## src/core/cst_regs.svh

```systemverilog
`ifndef CST_REGS_SVH
`define CST_REGS_SVH

// device clock rate, in Hz and in MHz
`define CST_CLK_HZ          20000000
`define CST_CLK_MHZ         20

// deglitch of the input limit loops and of the thermal loop, in microseconds
`define CST_INLOOP_DGL_US   1000
`define CST_THERM_DGL_US    10000
`define CST_INLOOP_DGL_CYC  (`CST_INLOOP_DGL_US * `CST_CLK_MHZ)
`define CST_THERM_DGL_CYC   (`CST_THERM_DGL_US * `CST_CLK_MHZ)

// least low time of the status pin notification, in microseconds
`define CST_PULSE_US        256
`define CST_PULSE_CYC       (`CST_PULSE_US * `CST_CLK_MHZ)

// base tick of the hour-scale timers, in seconds
`define CST_TICK_S          1
`define CST_TICK_CYC        (`CST_TICK_S * `CST_CLK_HZ)

// timer lengths, in hours, and seconds per hour
`define CST_HOUR_S          3600
`define CST_PRE_HOURS       2
`define CST_DUR0_HOURS      5
`define CST_DUR1_HOURS      8
`define CST_DUR2_HOURS      12
`define CST_DUR3_HOURS      20

// widths and reset values
`define CST_SEC_W           18
`define CST_CUR_W           11
`define CST_CUR_RST         11'h000
`define CST_DUR_SEL_RST     2'h2
`define CST_SEL_W           2

`endif

```

## src/core/cst_pkg.sv

```systemverilog
package cst_pkg;
    // charge phase codes as reported in the status field
    typedef enum logic [2:0] {
        CST_PH_NONE  = 3'b000,
        CST_PH_TRKL  = 3'b001,
        CST_PH_PRE   = 3'b010,
        CST_PH_CC    = 3'b011,
        CST_PH_CV    = 3'b100,
        CST_PH_RSV5  = 3'b101,
        CST_PH_RSV6  = 3'b110,
        CST_PH_DONE  = 3'b111
    } cst_phase_t;
    // fast charge duration selector
    typedef logic [1:0] cst_dur_sel_t;
endpackage

```

## src/core/cst_dgl_if.sv

```systemverilog
`timescale 1ns/1ps
// raw loop indicator in, deglitched level out
interface cst_dgl_if;
    logic raw;      // unsynchronised loop indicator
    logic active;   // deglitched loop active level
    modport filt (input raw, output active);
    modport user (output raw, input active);
endinterface // cst_dgl_if

```

## src/core/cst_deglitch.sv

```systemverilog
`timescale 1ns/1ps
module cst_deglitch #(
    parameter int CYC = 20000   // cycles the level must hold before it counts
) (
    input  wire logic clk,      // device clock
    input  wire logic rst,      // async reset, active high
    cst_dgl_if.filt   dg        // raw in, filtered out
);
    import cst_pkg::*;
    localparam int CW = $clog2(CYC + 1);

    logic          sync1_q;     // first sync stage, read only by the second
    logic          sync2_q;     // second sync stage
    logic [CW-1:0] cnt_q;       // cycles the synced level has been high
    logic          active_q;    // filtered level

    ////////////////////////////////////////////////////////////////////////
    // two-stage synchroniser, the loop flags come from analog comparators
    always_ff @(posedge clk or posedge rst) begin
        if (rst) begin
            sync1_q <= 1'b0;
            sync2_q <= 1'b0;
        end else begin
            sync1_q <= dg.raw;
            sync2_q <= sync1_q;
        end
    end

    ////////////////////////////////////////////////////////////////////////
    // rise deglitch only
    // a release drops at once; keeping half rate on a glitch low is worse
    always_ff @(posedge clk or posedge rst) begin
        if (rst) begin
            cnt_q    <= '0;
            active_q <= 1'b0;
        end else if (!sync2_q) begin
            cnt_q    <= '0;
            active_q <= 1'b0;
        end else if (cnt_q != CW'(CYC)) begin
            cnt_q    <= cnt_q + CW'(1);
            active_q <= (cnt_q == CW'(CYC - 1));
        end
    end

    assign dg.active = active_q;

    ////////////////////////////////////////////////////////////////////////
    property p_dgl_rise;
        @(posedge clk) disable iff (rst)
        $rose(active_q) |-> $past(cnt_q) == CW'(CYC - 1) && $past(sync2_q);
    endproperty
    a_dgl_rise: assert property (p_dgl_rise) else $error("loop active too early");

    property p_dgl_fall;
        @(posedge clk) disable iff (rst)
        !sync2_q |=> !active_q;
    endproperty
    a_dgl_fall: assert property (p_dgl_fall) else $error("loop active after release");
endmodule // cst_deglitch

```

## src/core/cst_safety_timer.sv

```systemverilog
`timescale 1ns/1ps
`include "cst_regs.svh"
module cst_safety_timer #(
    parameter int INLOOP_DGL_CYC = `CST_INLOOP_DGL_CYC, // 1 ms deglitch in cycles
    parameter int THERM_DGL_CYC  = `CST_THERM_DGL_CYC,  // 10 ms deglitch in cycles
    parameter int PULSE_CYC      = `CST_PULSE_CYC,      // status pin low time in cycles
    parameter int TICK_CYC       = `CST_TICK_CYC        // cycles per one second tick
) (
    input  wire logic                 CLK,                      // 20 MHz device clock
    input  wire logic                 RST,                      // async reset, high
    input  wire cst_pkg::cst_dur_sel_t TIMER_DURATION_SEL,      // fast timer length
    input  wire logic                 SAFETY_TIMER_EN,          // timer feature on
    input  wire logic                 HALF_RATE_EN,             // half rate allowed
    input  wire logic                 STATUS_PIN_EVENT_EN,      // pulse pin on expiry
    input  wire logic                 CHARGE_HOLD_OFF,          // charge inhibited
    input  wire logic                 CHARGE_CURRENT_WR,        // current setting write
    input  wire logic [`CST_CUR_W-1:0] CHARGE_CURRENT_WDATA,    // value written
    input  wire cst_pkg::cst_phase_t  CORE_PHASE,               // phase from charger core
    input  wire logic                 CHARGE_FAULT,             // fault disables charge
    input  wire logic                 RECHARGE_START,           // recharge after done
    input  wire logic                 INPUT_CURRENT_LIMIT_LOOP, // raw loop flag
    input  wire logic                 INPUT_VOLTAGE_LIMIT_LOOP, // raw loop flag
    input  wire logic                 THERMAL_LIMIT_LOOP,       // raw loop flag
    output logic [`CST_CUR_W-1:0]     CHARGE_CURRENT,           // stored current setting
    output logic                      TIMER_EXPIRED_FLAG,       // sticky expiry flag
    output cst_pkg::cst_phase_t       CHARGE_PHASE_STATUS,      // reported phase
    output logic                      CHARGER_STATUS_PIN_OUT,   // pin level when driven
    output logic                      CHARGER_STATUS_PIN_OE_N   // low while pulling down
);
    import cst_pkg::*;

    localparam int              PW      = $clog2(TICK_CYC);
    localparam int              QW      = $clog2(PULSE_CYC + 1);
    localparam logic [`CST_SEC_W-1:0] PRE_LIM =
        `CST_SEC_W'(`CST_PRE_HOURS * `CST_HOUR_S);

    ////////////////////////////////////////////////////////////////////////
    // helpers
    // fast timer length in seconds for a duration code
    function automatic logic [`CST_SEC_W-1:0] dur_limit(input cst_dur_sel_t sel);
        case (sel)
            2'h0:    dur_limit = `CST_SEC_W'(`CST_DUR0_HOURS * `CST_HOUR_S);
            2'h1:    dur_limit = `CST_SEC_W'(`CST_DUR1_HOURS * `CST_HOUR_S);
            2'h2:    dur_limit = `CST_SEC_W'(`CST_DUR2_HOURS * `CST_HOUR_S);
            default: dur_limit = `CST_SEC_W'(`CST_DUR3_HOURS * `CST_HOUR_S);
        endcase
    endfunction

    // true for the low battery phases that the pre timer covers
    function automatic logic is_pre(input cst_phase_t ph);
        is_pre = (ph == CST_PH_TRKL) || (ph == CST_PH_PRE);
    endfunction

    // true for the constant current and constant voltage phases that the fast timer covers
    function automatic logic is_fast(input cst_phase_t ph);
        is_fast = (ph == CST_PH_CC) || (ph == CST_PH_CV);
    endfunction

    ////////////////////////////////////////////////////////////////////////
    // declarations
    cst_dgl_if iin_dg ();                 // input current loop filter
    cst_dgl_if vin_dg ();                 // input voltage loop filter
    cst_dgl_if thm_dg ();                 // thermal loop filter

    logic [`CST_CUR_W-1:0] cur_q;         // stored charge current
    logic [`CST_CUR_W-1:0] cur_d;         // its next value
    cst_dur_sel_t          sel_q;         // last seen duration code
    logic                  hold_q;        // last seen hold-off bit
    logic                  pre_q;         // last phase was a pre timer phase
    logic [PW-1:0]         presc_q;       // prescaler toward one tick
    logic                  odd_q;         // alternate tick marker for half rate
    logic [`CST_SEC_W-1:0] secs_q;        // accumulated seconds
    logic                  expired_q;     // sticky expiry
    cst_phase_t            status_q;      // reported phase
    logic [QW-1:0]         pulse_q;       // pin low cycles left
    logic [QW-1:0]         pulse_d;       // its next value
    logic                  oe_n_q;        // pin enable, low pulls down
    logic                  pin_out_q;     // driven level, always low
    logic                  in_pre;        // core in trickle or pre-charge
    logic                  charging;      // a charge cycle is in progress
    logic                  cur_restart;   // zero to nonzero current write
    logic                  reset_evt;     // any timer reset cause
    logic                  counting;      // timer may advance
    logic                  tick;          // one second elapsed
    logic                  half_cond;     // a loop asks for half rate
    logic                  accept;        // tick counts toward expiry
    logic [`CST_SEC_W-1:0] limit;         // active timer length
    logic                  expire_evt;    // timer reaches its length

    ////////////////////////////////////////////////////////////////////////
    // loop deglitch filters
    assign iin_dg.raw = INPUT_CURRENT_LIMIT_LOOP;
    assign vin_dg.raw = INPUT_VOLTAGE_LIMIT_LOOP;
    assign thm_dg.raw = THERMAL_LIMIT_LOOP;

    cst_deglitch #(.CYC(INLOOP_DGL_CYC)) u_iin_dgl (
        .clk (CLK),
        .rst (RST),
        .dg  (iin_dg)
    );
    cst_deglitch #(.CYC(INLOOP_DGL_CYC)) u_vin_dgl (
        .clk (CLK),
        .rst (RST),
        .dg  (vin_dg)
    );
    cst_deglitch #(.CYC(THERM_DGL_CYC)) u_thm_dgl (
        .clk (CLK),
        .rst (RST),
        .dg  (thm_dg)
    );

    ////////////////////////////////////////////////////////////////////////
    // phase and reset decode
    assign in_pre      = is_pre(CORE_PHASE);
    // charge runs only with current set, no hold-off and a charging phase
    assign charging    = (cur_q != '0) && !CHARGE_HOLD_OFF &&
                         (in_pre || is_fast(CORE_PHASE));
    assign cur_restart = CHARGE_CURRENT_WR && (CHARGE_CURRENT_WDATA != '0) &&
                         (cur_q == '0);

    assign reset_evt = (CHARGE_HOLD_OFF != hold_q) || RECHARGE_START || cur_restart ||
                       (in_pre != pre_q) || (TIMER_DURATION_SEL != sel_q) ||
                       !SAFETY_TIMER_EN;

    assign counting  = SAFETY_TIMER_EN && charging && !CHARGE_FAULT && !expired_q &&
                       !reset_evt;

    assign half_cond = HALF_RATE_EN && (iin_dg.active || vin_dg.active || thm_dg.active);

    // prescaled tick, alternate ticks under half rate
    assign tick      = counting && (presc_q == PW'(TICK_CYC - 1));
    assign accept    = tick && (!half_cond || odd_q);

    assign limit      = in_pre ? PRE_LIM : dur_limit(TIMER_DURATION_SEL);
    assign expire_evt = accept && (secs_q == limit - `CST_SEC_W'(1));

    ////////////////////////////////////////////////////////////////////////
    // history of the bits whose changes reset the timer
    always_ff @(posedge CLK or posedge RST) begin
        if (RST) begin
            sel_q  <= `CST_DUR_SEL_RST;
            hold_q <= 1'b0;
            pre_q  <= 1'b0;
        end else begin
            sel_q  <= TIMER_DURATION_SEL;
            hold_q <= CHARGE_HOLD_OFF;
            pre_q  <= in_pre;
        end
    end

    ////////////////////////////////////////////////////////////////////////
    // prescaler and half rate marker
    // the prescaler holds through a fault so a suspended second is not lost
    always_ff @(posedge CLK or posedge RST) begin
        if (RST) begin
            presc_q <= '0;
            odd_q   <= 1'b0;
        end else if (reset_evt) begin
            presc_q <= '0;
            odd_q   <= 1'b0;
        end else if (tick) begin
            presc_q <= '0;
            odd_q   <= half_cond ? !odd_q : odd_q;
        end else if (counting) begin
            presc_q <= presc_q + PW'(1);
        end
    end

    ////////////////////////////////////////////////////////////////////////
    // accumulated seconds
    always_ff @(posedge CLK or posedge RST) begin
        if (RST) begin
            secs_q <= '0;
        end else if (reset_evt) begin
            secs_q <= '0;
        end else if (accept) begin
            secs_q <= secs_q + `CST_SEC_W'(1);
        end
    end

    ////////////////////////////////////////////////////////////////////////
    // sticky expiry flag, the set wins over a clear in the same cycle
    always_ff @(posedge CLK or posedge RST) begin
        if (RST) begin
            expired_q <= 1'b0;
        end else if (expire_evt) begin
            expired_q <= 1'b1;
        end else if (reset_evt) begin
            expired_q <= 1'b0;
        end
    end

    ////////////////////////////////////////////////////////////////////////
    // stored charge current, expiry overrides a write in the same cycle
    always_comb begin
        cur_d = cur_q;
        if (expire_evt) begin
            cur_d = '0;
        end else if (CHARGE_CURRENT_WR) begin
            cur_d = CHARGE_CURRENT_WDATA;
        end
    end
    always_ff @(posedge CLK or posedge RST) begin
        if (RST) begin
            cur_q <= `CST_CUR_RST;
        end else begin
            cur_q <= cur_d;
        end
    end

    ////////////////////////////////////////////////////////////////////////
    // reported phase
    always_ff @(posedge CLK or posedge RST) begin
        if (RST) begin
            status_q <= CST_PH_NONE;
        end else if (expire_evt || (expired_q && !reset_evt)) begin
            status_q <= CST_PH_NONE;
        end else begin
            status_q <= CORE_PHASE;
        end
    end

    ////////////////////////////////////////////////////////////////////////
    // status pin notification, a new expiry restarts the full low time
    always_comb begin
        pulse_d = pulse_q;
        if (expire_evt && STATUS_PIN_EVENT_EN) begin
            pulse_d = QW'(PULSE_CYC);
        end else if (pulse_q != '0) begin
            pulse_d = pulse_q - QW'(1);
        end
    end
    always_ff @(posedge CLK or posedge RST) begin
        if (RST) begin
            pulse_q   <= '0;
            oe_n_q    <= 1'b1;
            pin_out_q <= 1'b0;
        end else begin
            pulse_q   <= pulse_d;
            oe_n_q    <= (pulse_d == '0);
            pin_out_q <= 1'b0;
        end
    end

    assign CHARGE_CURRENT          = cur_q;
    assign TIMER_EXPIRED_FLAG      = expired_q;
    assign CHARGE_PHASE_STATUS     = status_q;
    assign CHARGER_STATUS_PIN_OUT  = pin_out_q;
    assign CHARGER_STATUS_PIN_OE_N = oe_n_q;

    ////////////////////////////////////////////////////////////////////////
    // checks
    property p_zero_cur;
        @(posedge CLK) disable iff (RST)
        expire_evt |=> CHARGE_CURRENT == '0;
    endproperty
    a_zero_cur: assert property (p_zero_cur) else $error("current not zeroed");

    property p_flag_stat;
        @(posedge CLK) disable iff (RST)
        expire_evt |=> TIMER_EXPIRED_FLAG && CHARGE_PHASE_STATUS == CST_PH_NONE;
    endproperty
    a_flag_stat: assert property (p_flag_stat) else $error("expiry status wrong");

    property p_pin_pulse;
        @(posedge CLK) disable iff (RST)
        expire_evt && STATUS_PIN_EVENT_EN |=> !CHARGER_STATUS_PIN_OE_N [*8];
    endproperty
    a_pin_pulse: assert property (p_pin_pulse) else $error("status pulse short");

    property p_flag_hold;
        @(posedge CLK) disable iff (RST)
        TIMER_EXPIRED_FLAG && !reset_evt |=> TIMER_EXPIRED_FLAG;
    endproperty
    a_flag_hold: assert property (p_flag_hold) else $error("flag dropped");

    property p_dis_none;
        @(posedge CLK) disable iff (RST)
        !SAFETY_TIMER_EN |=> !TIMER_EXPIRED_FLAG && secs_q == '0;
    endproperty
    a_dis_none: assert property (p_dis_none) else $error("disabled timer ran");

    property p_half_skip;
        @(posedge CLK) disable iff (RST)
        tick && half_cond && !odd_q |=> $stable(secs_q);
    endproperty
    a_half_skip: assert property (p_half_skip) else $error("half rate tick counted");

    property p_full_rate;
        @(posedge CLK) disable iff (RST)
        tick && !HALF_RATE_EN |=> secs_q == $past(secs_q) + `CST_SEC_W'(1);
    endproperty
    a_full_rate: assert property (p_full_rate) else $error("full rate tick lost");

    property p_fault_hold;
        @(posedge CLK) disable iff (RST)
        CHARGE_FAULT && !reset_evt |=> $stable(secs_q) && $stable(presc_q);
    endproperty
    a_fault_hold: assert property (p_fault_hold) else $error("count moved in fault");

    property p_hold_tgl;
        @(posedge CLK) disable iff (RST)
        $changed(CHARGE_HOLD_OFF) |=> secs_q == '0 && !TIMER_EXPIRED_FLAG;
    endproperty
    a_hold_tgl: assert property (p_hold_tgl) else $error("hold-off toggle no reset");

    property p_phase_rst;
        @(posedge CLK) disable iff (RST)
        in_pre != pre_q |=> secs_q == '0;
    endproperty
    a_phase_rst: assert property (p_phase_rst) else $error("phase change no reset");

    property p_sel_rst;
        @(posedge CLK) disable iff (RST)
        $changed(TIMER_DURATION_SEL) |=> secs_q == '0;
    endproperty
    a_sel_rst: assert property (p_sel_rst) else $error("duration change no reset");

    property p_pre_len;
        @(posedge CLK) disable iff (RST)
        expire_evt && in_pre |-> secs_q == PRE_LIM - `CST_SEC_W'(1);
    endproperty
    a_pre_len: assert property (p_pre_len) else $error("pre timer length wrong");
endmodule // cst_safety_timer

```

## config.mk

```make
export PLATFORM = sky130hd
export DESIGN_NAME = cst_safety_timer
export DESIGN_NICKNAME = d
export VERILOG_FILES = /design/src/core/cst_pkg.sv /design/src/core/cst_dgl_if.sv /design/src/core/cst_deglitch.sv /design/src/core/cst_safety_timer.sv
export VERILOG_INCLUDE_DIRS = /design/src /design/src/core
export SDC_FILE = /design/constraint.sdc
export NUM_CORES = 1
export LEC_CHECK = 0
export BUFFER_PORTS_ARGS = -buffer_cell sky130_fd_sc_hd__buf_2
export CAP_MARGIN = 20
export CORE_UTILIZATION = 39
export DETAILED_ROUTE_END_ITERATION = 16
export PLACE_DENSITY_LB_ADDON = 0.15
export SYNTH_ARGS = -nofsm -noshare
export SYNTH_HDL_FRONTEND = slang
export SYNTH_SLANG_ARGS = --single-unit
```

## constraint.sdc

```tcl
create_clock -name CLK -period 4.7 [get_ports CLK]
set_input_delay 0.47 -clock CLK [delete_from_list [all_inputs] [get_ports CLK]]
set_output_delay 0.47 -clock CLK [all_outputs]
set_load 0.01 [all_outputs]
```

==> results.md, run 1 <==
* Run status: complete, no violations
* Sum of routed wire length over all layers at 14400 µm
* Final Cycle Share at 0.573
* Max Fanout on Critical Path at 31
* Worst setup SP type: register
* RD Place Congestion at 0.859
* Setup TNS at 0 ps
* Detail-routed via count per cell at approximately 5.3
* Post-placement cell area at about 7600 µm²
* Peak VDD IR at 0.000258 V
* Total setup buffers inserted after CTS at 0
* Detailed-routed wire length on met3 at 443 µm
* Clock transition time at the flip-flop clock pins of the worst setup and hold paths at roughly 60 ps
* Max Cap Viol at 0
* FF/Latch Area at 3360 µm²
* Cell area after technology mapping at between 7000 and 8000 µm²
* Time the worst path needs with I/O delays and setup at 2690 ps
* Crit path cell chain: xnor2_1 > nand2_1 > nor4b_1 > nand2_1 > buf_4 > nor4b_4 > or2_2
* # port buffers at 43
* Fmax at 0.371 GHz
* Slowest cell on the critical path: nor4b_4
* Slew HR at 0.410
* Distinct cell type count after synthesis at 63
* Global route total overflow at 0
* Std cell rows at 49
* Maximum number of buffers from clock root to sink at 2
* DRC at 0
* Hold violation count in the final report at 0
* Final net count at 815
* RSZ-0062 raised after global routing: no
* Core Area at 18000 µm²
* FF+latch count, synth at ~130
* Post-Place Setup Slack at 1650 ps
* Most used flip-flop cell after synthesis: dfrtp_1
* DR WL/cell at ~14 µm
* CTS Sinks at 134
* Number of buffers created by CTS at 17
* I/O pin count at 45
* Die outline area at 18900 µm²
* Area of combinational cells with multiple inputs at 3610 µm²
* Gr usage total at 0.169
* Classification of the worst-slack hold path: in2reg
* Met2 WL at 6950 µm
* Diodes inserted at 0
* CP delay by family, top: simple AND/OR/NAND/NOR gates
* Seq/Total Area, Yosys at 0.469
* Final design area excluding fillers at 8210 µm²
* Total leakage power at approximately 3.4 nW
* Final core utilization at 0.457
* Clock latency of the later-clocked register in the worst-skew pair at between 400 and 500 ps
* Number of max-slew violations in the final report at 0
* Synthesized netlist cell count at 728
* Number of enable-type register cells in the synthesized netlist at 0
* Critical Path Most Common Cell: nand2_1
* Vias in the first global route at 5346
* Floorplan die height at 137 µm
* Required time of the critical path at roughly 5100 ps
* Worst path arrival time at 3050 ps
* Setup crit end kind: register
* Least-Margin Pin Slew at 882 ps
* Stage delay of the slowest cell on the critical path at 710 ps
* Number of iterations in the first detailed-routing pass at 8
* TritonCTS clock tree: yes
* Post-cts hold buffer count at 0
* Tot Pwr at 2.75 mW
* Effective utilization at floorplan at 0.398
* Worst Setup Slack, final at 2010 ps
* Number of non-filler instances in the completed layout at 1014
* Number of vias after detailed routing at roughly 5400
* Global-route wire length before repair at about 25000 µm
* Total half-perimeter wirelength after legalization and detailed placement at 9940 µm
* Layout fillers at 1718
* Total of endpoints with negative setup slack in the final report at 0
* Starting DRT DRC Count at 314
* Ratio of cells with drive above 1 in the final layout at 0.127
* Bufs and invs on worst path at 1
* P&R area growth vs syn at 14.8%
* Synthesized area per cell at 9.82 µm²
* Total instance count after detailed placement at 982
* Pin count of the biggest net entering global routing at between 90 and 100
* Type of the worst setup path: reg2reg
* Yosys synthesis warning count at 0
* Syn_nets at 771
* Async SR Flop Fraction at 1.00
* Horiz. Die Dim at 137 µm
* Antenna violations before repair at 0
* PD cells at 335 nW/µm²
* Detail Route Antenna Nets at 0
* Hold slack at 161 ps
* # H-tree levels at 4
* Topmost layer with routed signal wires: met4
* Cells resized by post-CTS repair at 0
* Root cell of the clock tree: clkbuf_16
* DRT met1 WL at 6860 µm
* Fin Clk Skew at 8.57 ps
-- flip-flops by register name (all words and copies together), names as in the netlist, 2 cells and up --
signal / flops
presc_q: 25
secs_q: 18
u_thm_dgl.cnt_q: 18
u_iin_dgl.cnt_q: 15
u_vin_dgl.cnt_q: 15
pulse_q: 13
CHARGE_CURRENT: 11
CHARGE_PHASE_STATUS: 3
sel_q: 2
-- per-layer routing --
layer  GRT usage  vias up
li1            -     2633
met5           0        -
met3      0.0423       13
met4      0.0482        0
met1       0.217     2640
met2       0.280       82
-- final timing paths --
check / startpoint / endpoint / cells past startpoint / slack, ps
max: sel_q[1]$_DFF_PP1_ / pulse_q[10]$_DFF_PP0_ / 7 / 2010
min: INPUT_VOLTAGE_LIMIT_LOOP / u_vin_dgl.sync1_q$_DFF_PP0_ / 1 / 160
max reg2reg: sel_q[1]$_DFF_PP1_ / pulse_q[10]$_DFF_PP0_ / 7 / 2010
min reg2reg: u_vin_dgl.sync1_q$_DFF_PP0_ / u_vin_dgl.sync2_q$_DFF_PP0_ / 0 / 350
max in group asynchronous: RST / CHARGE_CURRENT[8]$_DFFE_PP0P_ / 3 / 3410
min in group asynchronous: RST / u_thm_dgl.sync1_q$_DFF_PP0_ / 2 / 240
-- layout make-up --
type                    count  area share
multi-input cells         553       0.440
flip-flops and latches    134       0.409
clock buffers              20      0.0569
well taps                 229      0.0349
repair buffers             45      0.0280
clock inverters            12      0.0210
inverters                  21      0.0102
-- kinds of logic (layout without fill, tap and decap cells) --
logic type	after synthesis	after routing	share of synthesized area
AND/OR/NAND/NOR	365	365	0.293
adder cells (fa/ha/maj)	15	15	0.0262
flip-flops	134	134	0.469
XOR/XNOR	82	82	0.100
AO/OA/AOI/OAI	75	75	0.0642
buffers and inverters	41	98	0.0255
multiplexers	15	15	0.0210
other	1	1	0.000524
-- Yosys cell counts, types with 3 or more instances --
cell type / count / area share
nor2_1: 79 / 0.041
a21oi_1: 19 / 0.013
and4b_1: 3 / 0.0042
xnor2_1: 48 / 0.059
nor3_1: 17 / 0.012
dfrtp_1: 132 / 0.46
nor3b_1: 7 / 0.0073
or3_1: 16 / 0.014
nand3_1: 43 / 0.030
mux2i_1: 15 / 0.021
inv_1: 21 / 0.011
nand2b_1: 8 / 0.0070
nor4b_1: 6 / 0.0073
nand4b_1: 4 / 0.0049
or2_2: 4 / 0.0035
nand3b_1: 4 / 0.0042
clkbuf_1: 11 / 0.0058
buf_4: 3 / 0.0031
a31oi_1: 3 / 0.0026
nor2b_1: 16 / 0.014
ha_1: 15 / 0.026
and2_1: 36 / 0.031
a21boi_0: 9 / 0.0094
o21ai_0: 27 / 0.019
and3_1: 19 / 0.017
nor4_1: 13 / 0.011
nand2_1: 39 / 0.020
nand4_1: 28 / 0.024
xor2_1: 34 / 0.042
and4_1: 5 / 0.0061
-- worst register-to-register path, stage by stage (launching register included) --
cell	delay, ps
dfstp_2	520
xnor2_1	110
nand2_1	80
nor4b_1	600
nand2_1	100
buf_4	280
nor4b_4	720
or2_2	230
-- power by group --
part	switching (mW)	leakage (nW)	internal [mW]
Combinational	0.0800	1.35	0.0529
Sequential	0.0223	1.77	1.18
Clock	0.491	0.313	0.930
-- layout by cell type, fill, tap and decap left out, types with 4 or more instances in the layout --
cell       count
nor2b_1       16
a21boi_0       9
nor3_1        17
or3_1         16
or2_2          4
nand4_1       28
xor2_1        34
nor4b_1        6
clkinv_2       4
nor2_1        79
ha_1          15
xnor2_1       48
nor3b_1        7
clkbuf_16     17
a21oi_1       19
nand3b_1       4
and3_1        19
buf_2         43
nand2_1       39
nor4_1        13
dfrtp_1      132
nand4b_1       4
nand3_1       43
and4_1         5
nand2b_1       8
mux2i_1       15
bufinv_16      4
inv_1         20
and2_1        36
o21ai_0       27
Power figures use the tool's default switching activity.
==> inputs of run 2 (changes only) <==
Clock period 4.7 ns to 2.2 ns, I/O delays scaled along.
==> run 2 against run 1 <==
  * Via count grew 5.1%
  * Largest cell class unchanged
  * Power increased by 100%
  * Clock power is 92% higher
  * Sequential share of layout area fell by 3.2 points
  * Sequential power up 110%
  * Utilization is 3.8 points higher
  * Sequential cell count unchanged
  * Routed wire length is 5.2% higher
  * Largest power group unchanged
  * Final cell count grew 6.8%
  * Highest routed layer unchanged
==> results.md, run 2 (synthesized netlist as in run 1, its figures left out) <==
* Run status: complete, no violations
* Cells on worst reg2reg path at 8 (+1)
* Type of the worst setup path: reg2reg
* Number of max-slew violations in the final report at 0 (unchanged)
* Number of iterations in the first detailed-routing pass at 5 (-3)
* Antenna violations before repair at 0 (unchanged)
* P&R area growth vs syn at 24.4%
* Die outline area at 18900 µm² (unchanged)
* Fmax at 0.461 GHz (+24%)
* Setup crit end kind: register
* Number of vias after detailed routing at 5641 (+5.1%)
* Max FFs per register at 25 (unchanged)
* Register name with the most flops: presc_q
* Hold path startpoint: TIMER_DURATION_SEL[0]
* Number of buffers created by CTS at 17 (unchanged)
* Worst path arrival time at 2450 ps (-600 ps)
* RSZ-0062 raised after global routing: yes
* CTS Sinks at 134 (unchanged)
* Gr usage total at 0.174 (+0.00529)
* Starting DRT DRC Count at 342 (+8.9%)
* Max Cap Viol at 0 (unchanged)
* DRC at 0 (unchanged)
* Clock transition time at the flip-flop clock pins of the worst setup and hold paths at 50 ps (about the same)
* Hold violation count in the final report at 0 (unchanged)
* Global route total overflow at 0 (unchanged)
* Hold Crit Endpoint: sel_q[0]$_DFF_PP0_
* Total half-perimeter wirelength after legalization and detailed placement at 10700 µm (+7.4%)
* PD cells at 631 nW/µm² (+88%)
* Commonest cells after routing, fill and taps aside: 132 x dfrtp_1, 78 x nor2_1, 59 x buf_4, 48 x xnor2_1
* Number of non-filler instances in the completed layout at 1083 (+6.8%)
* Time the worst path needs with I/O delays and setup at 2170 ps (-527 ps)
* Post-Place Setup Slack at -205 ps (-1860 ps)
* Total of endpoints with negative setup slack in the final report at 0 (unchanged)
* Root cell of the clock tree: clkbuf_16
* Diodes inserted at 0 (unchanged)
* Pin count of the biggest net entering global routing at 83 (-16%)
* Peak VDD IR at 0.000519 V (+100%)
* Worst Setup Slack, final at 32.7 ps (-1970 ps)
* Total instance count after detailed placement at 1047 (+6.6%)
* Endpoint of the worst register-to-register path: pulse_q[1]$_DFF_PP0_
* Total leakage power at 3.81 nW (+11%)
* Core Area at 18000 µm² (unchanged)
* Detail Route Antenna Nets at 0 (unchanged)
* Max Fanout on Critical Path at 14 (-55%)
* Min-Delay Path Depth at 2 (+1)
* Classification of the worst-slack hold path: in2reg
* Startpoint of the most critical register-to-register path: TIMER_EXPIRED_FLAG$_DFFE_PP0P_
* Largest regs: presc_q (25), secs_q (18), u_thm_dgl.cnt_q (18)
* Global-route wire length before repair at 26000 µm (+3.4%)
* # port buffers at 43 (unchanged)
* Maximum number of buffers from clock root to sink at 2 (unchanged)
* Final net count at 886 (+8.7%)
* Minimum setup slack among reg-to-reg paths at 30 ps (-1970 ps)
* Vias in the first global route at 5685 (+6.3%)
* Detail-routed via count per cell at 5.21 (-1.6%)
* Horiz. Die Dim at 137 µm (unchanged)
* Required time of the critical path at 2480 ps (-2570 ps)
* Floorplan die height at 137 µm (unchanged)
* Worst setup SP type: register
* Final core utilization at 0.495 (+0.0384)
* Fin Clk Skew at 5.15 ps (-3.43 ps)
* Tot Pwr at 5.62 mW (+100%)
* Hold slack at 63.7 ps (-97.0 ps)
* TritonCTS clock tree: yes
* # H-tree levels at 4 (unchanged)
* Sum of routed wire length over all layers at 15100 µm (+5.2%)
* Effective utilization at floorplan at 0.398 (unchanged)
* Ratio of cells with drive above 1 in the final layout at 0.214 (+0.0869)
* Final Cycle Share at 0.985 (+0.412)
* Clock latency of the later-clocked register in the worst-skew pair at 410 ps (about the same)
* Layout fillers at 1622 (-5.6%)
* RD Place Congestion at 0.900 (+4.8%)
* I/O pin count at 45 (unchanged)
* Most common cell after layout, fill and taps aside: dfrtp_1
* DR WL/cell at 14.0 µm (-1.5%)
* Std cell rows at 49 (unchanged)
-- run 2: stage by stage --
stage | TNS (ps) | cell area, µm²
after floorplan | 0 | 7170
after global placement | -3090 | 8140
after detailed placement | -4330 | 8140
after CTS | 0 | 8780
after global routing | -1030 | 8900
final | 0 | 8900
-- run 2: where the power goes --
part	switching, mW	internal (mW)
Combinational	0.179	0.153
Clock	1.01	1.71
Sequential	0.0528	2.51
-- run 2: final cells by class --
cell class | count | area, µm² | area share
multi-input cells | 553 | 3750 | 0.421
flip-flops and latches | 134 | 3360 | 0.377
repair buffers | 116 | 862 | 0.0969
clock buffers | 21 | 460 | 0.0518
well taps | 229 | 287 | 0.0322
clock inverters | 9 | 104 | 0.0117
inverters | 21 | 82.6 | 0.00928
-- run 2: what timing repair did --
action	CTS	global route
pin swaps	8	15
setup buffers	0	1
cloned	0	0
hold endpoints to repair	128	0
resized for setup	4	24
endpoints found under the setup margin	18	59
hold buffers	5	0
-- run 2: worst max-delay path, cell delays in order, from the launching register on --
cell,delay [ps]
dfrtp_1,390
nor4b_2,220
nand3_1,180
or2_4,330
nor3_4,200
nand4_1,170
nor4b_4,320
buf_12,180
a211oi_1,50
-- run 2: per-layer routing --
layer / part of all wire / vias up / track usage
met5: 0 / - / 0
met4: 0.018 / 0 / 0.0665
met3: 0.036 / 23 / 0.0353
met2: 0.47 / 109 / 0.288
met1: 0.47 / 2736 / 0.223
li1: - / 2773 / -
-- run 2: worst max-delay path by stage --
stage	start	endpoint	slack [ps]	cells past startpoint
6_report	TIMER_EXPIRED_FLAG$_DFFE_PP0P_	pulse_q[1]$_DFF_PP0_	30	8
5_1_grt	TIMER_EXPIRED_FLAG$_DFFE_PP0P_	presc_q[16]$_DFFE_PP0P_	-100	8
4_1_cts	CHARGE_CURRENT[3]$_DFFE_PP0P_	CHARGE_PHASE_STATUS[0]$_DFF_PP0_	3	8
3_5_place_dp	TIMER_DURATION_SEL[0]	pulse_q[1]$_DFF_PP0_	-200	11
3_3_place_gp	TIMER_DURATION_SEL[0]	pulse_q[1]$_DFF_PP0_	-150	11
2_1_floorplan	TIMER_EXPIRED_FLAG$_DFFE_PP0P_	pulse_q[0]$_DFF_PP0_	0.5	9
